[src/logic/rac_params.svh]
`ifndef RAC_PARAMS_SVH
`define RAC_PARAMS_SVH

// ----------------------------------------------------------------
// register map (byte addresses, one 32-bit word each)
// ----------------------------------------------------------------
`define RAC_ADDR_W 4
`define RAC_OWN_ADDR_OFS 4'h0
`define RAC_RATE_OFS 4'h4
`define RAC_SCLDIV_OFS 4'h8

// ----------------------------------------------------------------
// field positions
// ----------------------------------------------------------------
`define RAC_SLV_HI 7
`define RAC_SLV_LO 1
`define RAC_RATE_MULTIPLIER_FIELD_HI 7
`define RAC_RATE_MULTIPLIER_FIELD_LO 6
`define RAC_IDX_HI 5
`define RAC_IDX_LO 0

// ----------------------------------------------------------------
// reset values and bus answers
// ----------------------------------------------------------------
`define RAC_OWN_ADDR_RST 7'h00
`define RAC_RATE_RST 8'h00
`define RAC_RESP_OKAY 2'h0
`define RAC_RESP_SLVERR 2'h2

`endif

[src/logic/rac_pkg.sv]
`default_nettype none
package rac_pkg;
	// hold timer states
	typedef enum logic {HOLD_IDLE, HOLD_RUN} rac_hold_st_t;
	// multiplier codes
	typedef enum logic [1:0] {MUL_X1, MUL_X2, MUL_X4, MUL_RSVD} rac_mul_t;
	// which register an address selects
	typedef enum logic [1:0] {SEL_OWN, SEL_RATE, SEL_SCLDIV, SEL_NONE} rac_sel_t;
endpackage
`default_nettype wire

[src/logic/rac_rate_lut.sv]
`timescale 1ns/1ps
`default_nettype none
module rac_rate_lut (
	input wire logic [5:0] idx, // rate index
	output logic [11:0] scl_div, // base clock divider
	output logic [9:0] sda_hold, // base data hold value
	output logic [10:0] start_hold, // base start hold value
	output logic [10:0] stop_hold // base stop hold value
);
	// ----------------------------------------------------------------
	// table rows
	// ----------------------------------------------------------------
	function automatic logic [43:0] row(input int d, input int s, input int a, input int p);
		row = {12'(d), 10'(s), 11'(a), 11'(p)};
	endfunction

	logic [43:0] r;

	// fixed index to divider and hold mapping, no state
	always_comb
	begin
		case (idx)
			6'h00: r = row(20, 7, 6, 11);
			6'h01: r = row(22, 7, 7, 12);
			6'h02: r = row(24, 8, 8, 13);
			6'h03: r = row(26, 8, 9, 14);
			6'h04: r = row(28, 9, 10, 15);
			6'h05: r = row(30, 9, 11, 16);
			6'h06: r = row(34, 10, 13, 18);
			6'h07: r = row(40, 10, 16, 21);
			6'h08: r = row(28, 7, 10, 15);
			6'h09: r = row(32, 7, 12, 17);
			6'h0A: r = row(36, 9, 14, 19);
			6'h0B: r = row(40, 9, 16, 21);
			6'h0C: r = row(44, 11, 18, 23);
			6'h0D: r = row(48, 11, 20, 25);
			6'h0E: r = row(56, 13, 24, 29);
			6'h0F: r = row(68, 13, 30, 35);
			6'h10: r = row(48, 9, 18, 25);
			6'h11: r = row(56, 9, 22, 29);
			6'h12: r = row(64, 13, 26, 33);
			6'h13: r = row(72, 13, 30, 37);
			6'h14: r = row(80, 17, 34, 41);
			6'h15: r = row(88, 17, 38, 45);
			6'h16: r = row(104, 21, 46, 53);
			6'h17: r = row(128, 21, 58, 65);
			6'h18: r = row(80, 9, 38, 41);
			6'h19: r = row(96, 9, 46, 49);
			6'h1A: r = row(112, 17, 54, 57);
			6'h1B: r = row(128, 17, 62, 65);
			6'h1C: r = row(144, 25, 70, 73);
			6'h1D: r = row(160, 25, 78, 81);
			6'h1E: r = row(192, 33, 94, 97);
			6'h1F: r = row(240, 33, 118, 121);
			6'h20: r = row(160, 17, 78, 81);
			6'h21: r = row(192, 17, 94, 97);
			6'h22: r = row(224, 33, 110, 113);
			6'h23: r = row(256, 33, 126, 129);
			6'h24: r = row(288, 49, 142, 145);
			6'h25: r = row(320, 49, 158, 161);
			6'h26: r = row(384, 65, 190, 193);
			6'h27: r = row(480, 65, 238, 241);
			6'h28: r = row(320, 33, 158, 161);
			6'h29: r = row(384, 33, 190, 193);
			6'h2A: r = row(448, 65, 222, 225);
			6'h2B: r = row(512, 65, 254, 257);
			6'h2C: r = row(576, 97, 286, 289);
			6'h2D: r = row(640, 97, 318, 321);
			6'h2E: r = row(768, 129, 382, 385);
			6'h2F: r = row(960, 129, 478, 481);
			6'h30: r = row(640, 65, 318, 321);
			6'h31: r = row(768, 65, 382, 385);
			6'h32: r = row(896, 129, 446, 449);
			6'h33: r = row(1024, 129, 510, 513);
			6'h34: r = row(1152, 193, 574, 577);
			6'h35: r = row(1280, 193, 638, 641);
			6'h36: r = row(1536, 257, 766, 769);
			6'h37: r = row(1920, 257, 958, 961);
			6'h38: r = row(1280, 129, 638, 641);
			6'h39: r = row(1536, 129, 766, 769);
			6'h3A: r = row(1792, 257, 894, 897);
			6'h3B: r = row(2048, 257, 1022, 1025);
			6'h3C: r = row(2304, 385, 1150, 1153);
			6'h3D: r = row(2560, 385, 1278, 1281);
			6'h3E: r = row(3072, 513, 1534, 1537);
			6'h3F: r = row(3840, 513, 1918, 1921);
			default: r = row(20, 7, 6, 11);
		endcase
	end

	// unpack the selected row
	assign scl_div = r[43:32];
	assign sda_hold = r[31:22];
	assign start_hold = r[21:11];
	assign stop_hold = r[10:0];
endmodule // rac_rate_lut
`default_nettype wire

[src/logic/rac_top.sv]
// Our own choices: the placing of the registers and the AXI4-Lite slave port.
`timescale 1ns/1ps
`default_nettype none
`include "rac_params.svh"
module rac_top
	import rac_pkg::*;
#(
	parameter int CNT_W = 14
)(
	input wire logic MCLK, // 125 MHz bus clock
	input wire logic RST_B, // async reset, active low
	input wire logic [`RAC_ADDR_W-1:0] S_AXI_AWADDR, // write address
	input wire logic S_AXI_AWVALID, // write address valid
	output logic S_AXI_AWREADY, // write address ready
	input wire logic [31:0] S_AXI_WDATA, // write data
	input wire logic [3:0] S_AXI_WSTRB, // write byte strobes
	input wire logic S_AXI_WVALID, // write data valid
	output logic S_AXI_WREADY, // write data ready
	output logic [1:0] S_AXI_BRESP, // write response
	output logic S_AXI_BVALID, // write response valid
	input wire logic S_AXI_BREADY, // write response ready
	input wire logic [`RAC_ADDR_W-1:0] S_AXI_ARADDR, // read address
	input wire logic S_AXI_ARVALID, // read address valid
	output logic S_AXI_ARREADY, // read address ready
	output logic [31:0] S_AXI_RDATA, // read data
	output logic [1:0] S_AXI_RRESP, // read response
	output logic S_AXI_RVALID, // read data valid
	input wire logic S_AXI_RREADY, // read data ready
	input wire logic DATA_HOLD_GO, // serial clock fell, start data hold
	input wire logic START_HOLD_GO, // data fell with clock high
	input wire logic STOP_HOLD_GO, // serial clock rose for stop
	output logic [6:0] OWN_ADDR, // own slave address
	output logic [CNT_W-1:0] SCL_DIVIDER, // bus cycles per serial bit
	output logic [CNT_W-1:0] SDA_HOLD_CNT, // scaled data hold
	output logic [CNT_W-1:0] START_HOLD_CNT, // scaled start hold
	output logic [CNT_W-1:0] STOP_HOLD_CNT, // scaled stop hold
	output logic BIT_TICK, // one pulse per serial bit period
	output logic HOLD_BUSY, // a hold delay is running
	output logic HOLD_DONE // pulse: hold delay elapsed
);
	// ----------------------------------------------------------------
	// checks and helpers
	// ----------------------------------------------------------------
	// largest scaled value is 3840 x 4, needs 14 bits
	if (CNT_W < 14)
	begin : g_bad_width
		$error("rac_top: CNT_W must be at least 14");
	end

	// reserved code falls back to x1 so the divider never stalls
	function automatic logic [CNT_W-1:0] scale(input logic [11:0] v, input rac_mul_t m);
		case (m)
			MUL_X2: scale = CNT_W'({v, 1'b0});
			MUL_X4: scale = CNT_W'({v, 2'b00});
			default: scale = CNT_W'(v);
		endcase
	endfunction

	function automatic rac_sel_t reg_sel(input logic [`RAC_ADDR_W-1:0] a);
		case (a)
			`RAC_OWN_ADDR_OFS: reg_sel = SEL_OWN;
			`RAC_RATE_OFS: reg_sel = SEL_RATE;
			`RAC_SCLDIV_OFS: reg_sel = SEL_SCLDIV;
			default: reg_sel = SEL_NONE;
		endcase
	endfunction

	// ----------------------------------------------------------------
	// state declarations
	// ----------------------------------------------------------------
	logic aw_have, next_aw_have, w_have, next_w_have;
	logic [`RAC_ADDR_W-1:0] aw_addr, next_aw_addr;
	logic [31:0] w_data, next_w_data;
	logic w_lane0, next_w_lane0;
	logic next_awready, next_wready, next_bvalid, wr_en;
	logic [1:0] next_bresp;
	logic next_arready, next_rvalid;
	logic [31:0] next_rdata;
	logic [1:0] next_rresp;
	logic [6:0] own_addr, next_own_addr;
	logic [7:0] rate_reg, next_rate_reg;
	logic rate_wr;
	logic [11:0] lut_div;
	logic [9:0] lut_sda;
	logic [10:0] lut_start, lut_stop;
	logic [CNT_W-1:0] next_scl_div, next_sda, next_start, next_stop;
	logic [CNT_W-1:0] tick_cnt, next_tick_cnt;
	logic next_tick;
	rac_hold_st_t hold_st, next_hold_st;
	logic [CNT_W-1:0] hold_cnt, next_hold_cnt;
	logic next_hold_done;
	rac_mul_t mul;

	assign mul = rac_mul_t'(rate_reg[`RAC_RATE_MULTIPLIER_FIELD_HI:`RAC_RATE_MULTIPLIER_FIELD_LO]);

	// ----------------------------------------------------------------
	// bus write channel
	// ----------------------------------------------------------------
	// address and data taken in either order; commit once both held
	always_comb
	begin
		next_aw_have = aw_have;
		next_aw_addr = aw_addr;
		next_w_have = w_have;
		next_w_data = w_data;
		next_w_lane0 = w_lane0;
		next_bvalid = S_AXI_BVALID;
		next_bresp = S_AXI_BRESP;
		wr_en = 1'b0;
		if (S_AXI_AWVALID && S_AXI_AWREADY)
		begin
			next_aw_have = 1'b1;
			next_aw_addr = S_AXI_AWADDR;
		end
		if (S_AXI_WVALID && S_AXI_WREADY)
		begin
			next_w_have = 1'b1;
			next_w_data = S_AXI_WDATA;
			next_w_lane0 = S_AXI_WSTRB[0];
		end
		if (S_AXI_BVALID && S_AXI_BREADY)
			next_bvalid = 1'b0;
		if (aw_have && w_have && !S_AXI_BVALID)
		begin
			wr_en = 1'b1;
			next_aw_have = 1'b0;
			next_w_have = 1'b0;
			next_bvalid = 1'b1;
			// the divider readback is status only, so writing it is an error
			if (reg_sel(aw_addr) == SEL_OWN || reg_sel(aw_addr) == SEL_RATE)
				next_bresp = `RAC_RESP_OKAY;
			else
				next_bresp = `RAC_RESP_SLVERR;
		end
		next_awready = !next_aw_have && !next_bvalid;
		next_wready = !next_w_have && !next_bvalid;
	end

	always_ff @(posedge MCLK or negedge RST_B)
	begin
		if (!RST_B)
		begin
			aw_have <= 1'b0;
			aw_addr <= '0;
			w_have <= 1'b0;
			w_data <= '0;
			w_lane0 <= 1'b0;
			S_AXI_AWREADY <= 1'b0;
			S_AXI_WREADY <= 1'b0;
			S_AXI_BVALID <= 1'b0;
			S_AXI_BRESP <= `RAC_RESP_OKAY;
		end
		else
		begin
			aw_have <= next_aw_have;
			aw_addr <= next_aw_addr;
			w_have <= next_w_have;
			w_data <= next_w_data;
			w_lane0 <= next_w_lane0;
			S_AXI_AWREADY <= next_awready;
			S_AXI_WREADY <= next_wready;
			S_AXI_BVALID <= next_bvalid;
			S_AXI_BRESP <= next_bresp;
		end
	end

	// ----------------------------------------------------------------
	// bus read channel
	// ----------------------------------------------------------------
	// one read at a time; data captured at the address handshake
	always_comb
	begin
		// arready rises one edge after reset release, and stays up while no read is pending
		next_arready = S_AXI_ARREADY || !S_AXI_RVALID;
		next_rvalid = S_AXI_RVALID;
		next_rdata = S_AXI_RDATA;
		next_rresp = S_AXI_RRESP;
		if (S_AXI_ARVALID && S_AXI_ARREADY)
		begin
			next_arready = 1'b0;
			next_rvalid = 1'b1;
			next_rresp = `RAC_RESP_OKAY;
			case (reg_sel(S_AXI_ARADDR))
				SEL_OWN: next_rdata = {24'h00_0000, own_addr, 1'b0};
				SEL_RATE: next_rdata = {24'h00_0000, rate_reg};
				SEL_SCLDIV: next_rdata = 32'(SCL_DIVIDER);
				default:
				begin
					next_rdata = 32'h0000_0000;
					next_rresp = `RAC_RESP_SLVERR;
				end
			endcase
		end
		else if (S_AXI_RVALID && S_AXI_RREADY)
		begin
			next_rvalid = 1'b0;
			next_arready = 1'b1;
		end
	end

	always_ff @(posedge MCLK or negedge RST_B)
	begin
		if (!RST_B)
		begin
			S_AXI_ARREADY <= 1'b0;
			S_AXI_RVALID <= 1'b0;
			S_AXI_RDATA <= 32'h0000_0000;
			S_AXI_RRESP <= `RAC_RESP_OKAY;
		end
		else
		begin
			S_AXI_ARREADY <= next_arready;
			S_AXI_RVALID <= next_rvalid;
			S_AXI_RDATA <= next_rdata;
			S_AXI_RRESP <= next_rresp;
		end
	end

	// ----------------------------------------------------------------
	// configuration registers and derived counts
	// ----------------------------------------------------------------
	rac_rate_lut u_lut (
		.idx(rate_reg[`RAC_IDX_HI:`RAC_IDX_LO]),
		.scl_div(lut_div),
		.sda_hold(lut_sda),
		.start_hold(lut_start),
		.stop_hold(lut_stop)
	);

	// only byte lane 0 carries register bits
	always_comb
	begin
		next_own_addr = own_addr;
		next_rate_reg = rate_reg;
		rate_wr = 1'b0;
		if (wr_en && w_lane0 && reg_sel(aw_addr) == SEL_OWN)
			next_own_addr = w_data[`RAC_SLV_HI:`RAC_SLV_LO];
		if (wr_en && w_lane0 && reg_sel(aw_addr) == SEL_RATE)
		begin
			next_rate_reg = w_data[7:0];
			rate_wr = 1'b1;
		end
		next_scl_div = scale(lut_div, mul);
		next_sda = scale(12'(lut_sda), mul);
		next_start = scale(12'(lut_start), mul);
		next_stop = scale(12'(lut_stop), mul);
	end

	always_ff @(posedge MCLK or negedge RST_B)
	begin
		if (!RST_B)
		begin
			own_addr <= `RAC_OWN_ADDR_RST;
			rate_reg <= `RAC_RATE_RST;
			OWN_ADDR <= `RAC_OWN_ADDR_RST;
			SCL_DIVIDER <= '0;
			SDA_HOLD_CNT <= '0;
			START_HOLD_CNT <= '0;
			STOP_HOLD_CNT <= '0;
		end
		else
		begin
			own_addr <= next_own_addr;
			rate_reg <= next_rate_reg;
			OWN_ADDR <= next_own_addr;
			SCL_DIVIDER <= next_scl_div;
			SDA_HOLD_CNT <= next_sda;
			START_HOLD_CNT <= next_start;
			STOP_HOLD_CNT <= next_stop;
		end
	end

	// ----------------------------------------------------------------
	// bit rate divider and hold timer
	// ----------------------------------------------------------------
	// a rate write restarts the bit period so no stale long count lingers
	always_comb
	begin
		next_tick = 1'b0;
		next_tick_cnt = tick_cnt + CNT_W'(1);
		if (rate_wr || SCL_DIVIDER == '0)
			next_tick_cnt = '0;
		else if (tick_cnt >= SCL_DIVIDER - CNT_W'(1))
		begin
			next_tick_cnt = '0;
			next_tick = 1'b1;
		end
		// a new request restarts the delay; start wins, then stop, then data
		next_hold_st = hold_st;
		next_hold_cnt = hold_cnt;
		next_hold_done = 1'b0;
		case (hold_st)
			HOLD_IDLE: ;
			HOLD_RUN:
			begin
				next_hold_cnt = hold_cnt - CNT_W'(1);
				if (hold_cnt <= CNT_W'(1))
				begin
					next_hold_st = HOLD_IDLE;
					next_hold_cnt = '0;
					next_hold_done = 1'b1;
				end
			end
			default: next_hold_st = HOLD_IDLE;
		endcase
		if (START_HOLD_GO)
		begin
			next_hold_st = HOLD_RUN;
			next_hold_cnt = START_HOLD_CNT;
			next_hold_done = 1'b0;
		end
		else if (STOP_HOLD_GO)
		begin
			next_hold_st = HOLD_RUN;
			next_hold_cnt = STOP_HOLD_CNT;
			next_hold_done = 1'b0;
		end
		else if (DATA_HOLD_GO)
		begin
			next_hold_st = HOLD_RUN;
			next_hold_cnt = SDA_HOLD_CNT;
			next_hold_done = 1'b0;
		end
	end

	always_ff @(posedge MCLK or negedge RST_B)
	begin
		if (!RST_B)
		begin
			tick_cnt <= '0;
			BIT_TICK <= 1'b0;
			hold_st <= HOLD_IDLE;
			hold_cnt <= '0;
			HOLD_BUSY <= 1'b0;
			HOLD_DONE <= 1'b0;
		end
		else
		begin
			tick_cnt <= next_tick_cnt;
			BIT_TICK <= next_tick;
			hold_st <= next_hold_st;
			hold_cnt <= next_hold_cnt;
			HOLD_BUSY <= (next_hold_st == HOLD_RUN);
			HOLD_DONE <= next_hold_done;
		end
	end
endmodule // rac_top
`default_nettype wire

[config.mk]
export PLATFORM = sky130hd
export DESIGN_NAME = rac_top
export DESIGN_NICKNAME = d
export VERILOG_FILES = /design/src/logic/rac_pkg.sv /design/src/logic/rac_rate_lut.sv /design/src/logic/rac_top.sv
export VERILOG_INCLUDE_DIRS = /design/src /design/src/logic
export SDC_FILE = /design/constraint.sdc
export NUM_CORES = 1
export LEC_CHECK = 0
export BUFFER_PORTS_ARGS = -buffer_cell sky130_fd_sc_hd__buf_2
export CORE_MARGIN = 2
export CORE_UTILIZATION = 53
export DETAILED_ROUTE_END_ITERATION = 10
export GPL_TIMING_DRIVEN = 0
export PLACE_DENSITY = 0.86
export SLEW_MARGIN = 25
export SYNTH_ARGS = -nofsm -noshare
export SYNTH_HDL_FRONTEND = slang
export SYNTH_HIERARCHICAL = 1
export SYNTH_SLANG_ARGS = --single-unit
[constraint.sdc]
create_clock -name MCLK -period 3.1 [get_ports MCLK]
set_input_delay 0.155 -clock MCLK [delete_from_list [all_inputs] [get_ports MCLK]]
set_output_delay 0.155 -clock MCLK [all_outputs]
set_load 0.005 [all_outputs]
==> qor.log <==
qor: global_route.global_route.usage.total 29.5%
qor: floorplan.die_w 127 um
qor: floorplan.num_io_pins 161
qor: finish.seqCellArea 3360 um2
qor: yosys.synth_top_flop_cell sky130_fd_sc_hd__dfrtp_1
qor: yosys.synth.ff_latch_count 134
qor: global_route.grt_pass1_vias 7058
qor: finish.post_route_cells_drive_above_1_share 23.6%
qor: finish.area_growth_syn_to_layout 22.0%
qor: finish.n_antenna_cell 0
qor: floorplan.initial_core_util 54.5%
qor: yosys.syn_avg_cell_area 9.26 um2
qor: route.vias_per_cell 6.08
qor: worst_setup_path.cp_buf_inv_count 1
qor: route.drt.antenna.violating_nets 0
qor: worst_setup_path.worst_path_slowest_cell sky130_fd_sc_hd__or4_4
qor: sta.clock-skew-final 0.0189 ns
qor: power_and_ir_drop.vdd_ir_drop_max 711 uV
qor: worst_setup_path.kind_of_cell_adding_the_most_delay_to_the_critical_path simple AND/OR/NAND/NOR gates
qor: finish.multi_input_comb_area 4220 um2
qor: sta.fin_crit_sh 97.1%
qor: sta.final.hold.worst_slack 0.0200 ns
qor: global_route.overflow 0
qor: clock_tree.clk_pin_slew 0.06 ns
qor: clock_tree.clk_root_buffer_cell sky130_fd_sc_hd__clkbuf_16
qor: sta.maxSlewHeadroom 34.7%
qor: clock_tree.cts_buffer_depth 2
qor: clock_tree.tritoncts built
qor: worst_setup_path.timing.setup.critical_path_class flop to flop
qor: worst_setup_path.cp_max_fo 10
qor: route.drt_first_iter_violations 769
qor: place.place_congestion 1.01
qor: worst_setup_path.worstRegToRegCells 11
qor: yosys.seq_area_frac_synth 42.0%
qor: yosys.syn_area 7980 um2
qor: global_route.grt_max_degree 94
qor: worst_setup_path.crit_chain or3_4, or4_4, nor2_2, xnor2_1, ha_1, o21ai_0, nor2_1, a211o_1, a31o_2, buf_4, nor2_1
qor: finish.nets 1115
qor: yosys.postSynth.asyncResetShare 100%
qor: hold_path.holdPathStages 2
qor: sta.total_count_of_max_transition_violations_in_the_final_report 0
qor: yosys.synth.distinct_cells 75
qor: floorplan.number_of_core_rows 44
qor: floorplan.floorplan.die_area 16100 um2
qor: route.drt_drc_violations_left 0
qor: place.post-place-cells 1176
qor: clock_tree.clock_buffers_created_by_tritoncts 17
qor: yosys.ys.warnings.count 6
qor: global_route.grt_antenna_before_repair 0
qor: worst_setup_path.cp_peak_stage_delay 0.47 ns
qor: power_and_ir_drop.static-leakage-power 4.54 nW
qor: worst_setup_path.cp_data_arrival_time 3.35 ns
qor: route.post_drt_wl_per_cell 19.2 um
qor: yosys.synth_enable_flop_cells 0
qor: finish.final.fill_count 1156
qor: place.place.detailed.hpwl 16700 um
qor: finish.final_cell_count_no_fill 1228
qor: route.drt_pre_antenna_iters 7
qor: floorplan.core_area 14600 um2
qor: route.vias 7467
qor: sta.timing_hold_violations_final 0
qor: worst_setup_path.logic_depth_of_the_worst_path_buffers_included 11
qor: clock_tree.htree_num_levels 4
qor: run.max_cap_viol_count 0
qor: power_and_ir_drop.power.density_cell_area 979 nW/um2
qor: worst_setup_path.cp_common_cell sky130_fd_sc_hd__nor2_1
qor: sta.max_freq 332 MHz
qor: worst_setup_path.endpoint_kind flop
qor: power_and_ir_drop.power.total 9.53 mW
qor: sta.min_tclk_post_route 3.01 ns
qor: worst_setup_path.critical_path.startpoint_type flop
qor: route.drt_wl_total 23600 um
qor: hold_path.min_path_type input pin to flop
qor: outcome.run_status finished, final reports clean
qor: sta.timing.final.setup_violations 0
qor: global_route.grt_pass1_wl 37500 um
qor: yosys.synthesis.instances 862
qor: worst_setup_path.worst_ep_required_time 3.44 ns
qor: floorplan.die_height 127 um
qor: sta.worstMarginPinSlew 0.978 ns
qor: sta.timing.setup.tns 0 ns
qor: clock_tree.clk_lat_worst_skew 0.43 ns
qor: place.port_buffers 105
qor: clock_tree.clock-sinks 134
where the power goes:
group / leakage, nW / switching [mW] / total, mW / internal (mW)
combinational: 2.52 / 2.98 / 4.79 / 1.80
sequential: 1.74 / 0.465 / 2.68 / 2.21
clock: 0.281 / 0.782 / 2.06 / 1.28
total: 4.54 / 4.23 / 9.53 / 5.30
cell families after synthesis:
family	synth area share, %
compound gates	19.5
xor+xnor	3.18
fa+ha+maj	4.55
buf+inv	6.87
flops	42.0
mux	6.12
other cells	0.0941
simple gates	17.7
cells in the mapped netlist, types with 5 or more instances:
cell / count / share of area, %
sky130_fd_sc_hd__nor3_1: 32 / 2.0
sky130_fd_sc_hd__buf_4: 34 / 3.2
sky130_fd_sc_hd__a21oi_1: 36 / 2.3
sky130_fd_sc_hd__a211oi_1: 5 / 0.47
sky130_fd_sc_hd__o22ai_1: 5 / 0.39
sky130_fd_sc_hd__dfrtp_1: 134 / 42
sky130_fd_sc_hd__a31oi_1: 5 / 0.39
sky130_fd_sc_hd__a22o_1: 17 / 1.9
sky130_fd_sc_hd__nor2_1: 64 / 3.0
sky130_fd_sc_hd__mux2_2: 30 / 4.2
sky130_fd_sc_hd__nand2b_1: 12 / 0.94
sky130_fd_sc_hd__o21a_1: 5 / 0.47
sky130_fd_sc_hd__nor3b_1: 7 / 0.66
sky130_fd_sc_hd__mux2i_1: 9 / 1.1
sky130_fd_sc_hd__nand2_1: 99 / 4.7
sky130_fd_sc_hd__nand3_1: 16 / 1.0
sky130_fd_sc_hd__o21ai_0: 66 / 4.1
sky130_fd_sc_hd__a22oi_1: 48 / 4.5
sky130_fd_sc_hd__buf_1: 8 / 0.38
sky130_fd_sc_hd__clkbuf_1: 26 / 1.2
sky130_fd_sc_hd__nor2b_1: 12 / 0.94
sky130_fd_sc_hd__nand4_1: 9 / 0.71
sky130_fd_sc_hd__and2_1: 11 / 0.86
sky130_fd_sc_hd__xnor2_1: 18 / 2.0
sky130_fd_sc_hd__buf_2: 12 / 0.75
sky130_fd_sc_hd__nor4_1: 7 / 0.55
sky130_fd_sc_hd__inv_1: 20 / 0.94
sky130_fd_sc_hd__xor2_1: 11 / 1.2
sky130_fd_sc_hd__ha_1: 29 / 4.5
worst reg2reg max path, cell delays in order, from the launching register on:
cell and delay (ns):
sky130_fd_sc_hd__dfrtp_2 0.45, sky130_fd_sc_hd__or3_4 0.38, sky130_fd_sc_hd__or4_4 0.47, sky130_fd_sc_hd__nor2_2 0.14, sky130_fd_sc_hd__xnor2_1 0.14, sky130_fd_sc_hd__ha_1 0.26
sky130_fd_sc_hd__o21ai_0 0.16, sky130_fd_sc_hd__nor2_1 0.07, sky130_fd_sc_hd__a211o_1 0.27, sky130_fd_sc_hd__a31o_2 0.27, sky130_fd_sc_hd__buf_4 0.19, sky130_fd_sc_hd__nor2_1 0.13
layout make-up:
cell class	instances	area share, %
multi-input combinational	647	43.4
sequential	134	34.5
timing repair buffer	128	7.94
buffer	82	4.82
clock buffer	19	4.55
tap	184	2.37
clock inverter	12	1.57
inverter	22	0.848
through the flow:
step                utilization (%)  setup WS (ns)  instance area (um2)
floorplan                         -          0.221                 8070
detailed placement             60.6         -0.240                 8870
CTS                            66.1         0.0104                 9690
global placement               60.2         -0.109                 8820
finish                         66.5         0.0888                 9730
global route                   66.5       -0.00720                 9730
placed cells by master, fill, tap and decap left out, types with 5 or more instances in the layout:
master	synthesis	final
sky130_fd_sc_hd__a211oi_1	5	5
sky130_fd_sc_hd__a21oi_1	36	35
sky130_fd_sc_hd__a22o_1	17	17
sky130_fd_sc_hd__a22oi_1	48	48
sky130_fd_sc_hd__a31oi_1	5	5
sky130_fd_sc_hd__and2_1	11	11
sky130_fd_sc_hd__buf_1	8	8
sky130_fd_sc_hd__buf_2	12	117
sky130_fd_sc_hd__buf_4	34	37
sky130_fd_sc_hd__clkbuf_1	26	26
sky130_fd_sc_hd__clkbuf_16	0	17
sky130_fd_sc_hd__conb_1	2	25
sky130_fd_sc_hd__dfrtp_1	134	130
sky130_fd_sc_hd__dlygate4sd3_1	0	19
sky130_fd_sc_hd__ha_1	29	28
sky130_fd_sc_hd__inv_1	20	20
sky130_fd_sc_hd__mux2_2	30	30
sky130_fd_sc_hd__mux2i_1	9	8
sky130_fd_sc_hd__nand2_1	99	99
sky130_fd_sc_hd__nand2b_1	12	12
sky130_fd_sc_hd__nand3_1	16	16
sky130_fd_sc_hd__nand4_1	9	9
sky130_fd_sc_hd__nor2_1	64	63
sky130_fd_sc_hd__nor2b_1	12	12
sky130_fd_sc_hd__nor3_1	32	30
sky130_fd_sc_hd__nor3b_1	7	7
sky130_fd_sc_hd__nor4_1	7	6
sky130_fd_sc_hd__o21a_1	5	5
sky130_fd_sc_hd__o21ai_0	66	66
sky130_fd_sc_hd__o22ai_1	5	5
sky130_fd_sc_hd__xnor2_1	18	18
sky130_fd_sc_hd__xor2_1	11	11
final timing paths:
path                                    end  slack (ns)            start
max                             tick_cnt[9]        0.09   SCL_DIVIDER[6]
min                           S_AXI_ARREADY        0.02    S_AXI_ARVALID
max reg2reg                     tick_cnt[9]        0.09   SCL_DIVIDER[6]
min reg2reg                 S_AXI_RDATA[10]        0.50  S_AXI_RDATA[10]
max in group asynchronous  STOP_HOLD_CNT[2]        2.13            RST_B
min in group asynchronous        aw_addr[3]        0.21            RST_B
metal layers:
| metal | global-route usage [%] | wire, um | vias to the layer above |
|---|---|---|---|
| met5 | 0 | 0 | - |
| met1 | 39.0 | 9690 | 3572 |
| met3 | 7.84 | 2100 | 64 |
| li1 | - | - | 3388 |
| met2 | 46.8 | 11200 | 443 |
| met4 | 11.5 | 680 | 0 |
what timing repair did:
action                     CTS  global route
hold buffers                19             0
setup buffers                0             2
hold endpoints to repair    58             0
resized for setup            6            11
setup endpoints to repair   14            21
pin swaps                    1             0
Note: power is estimated with default switching activity, not from simulation.
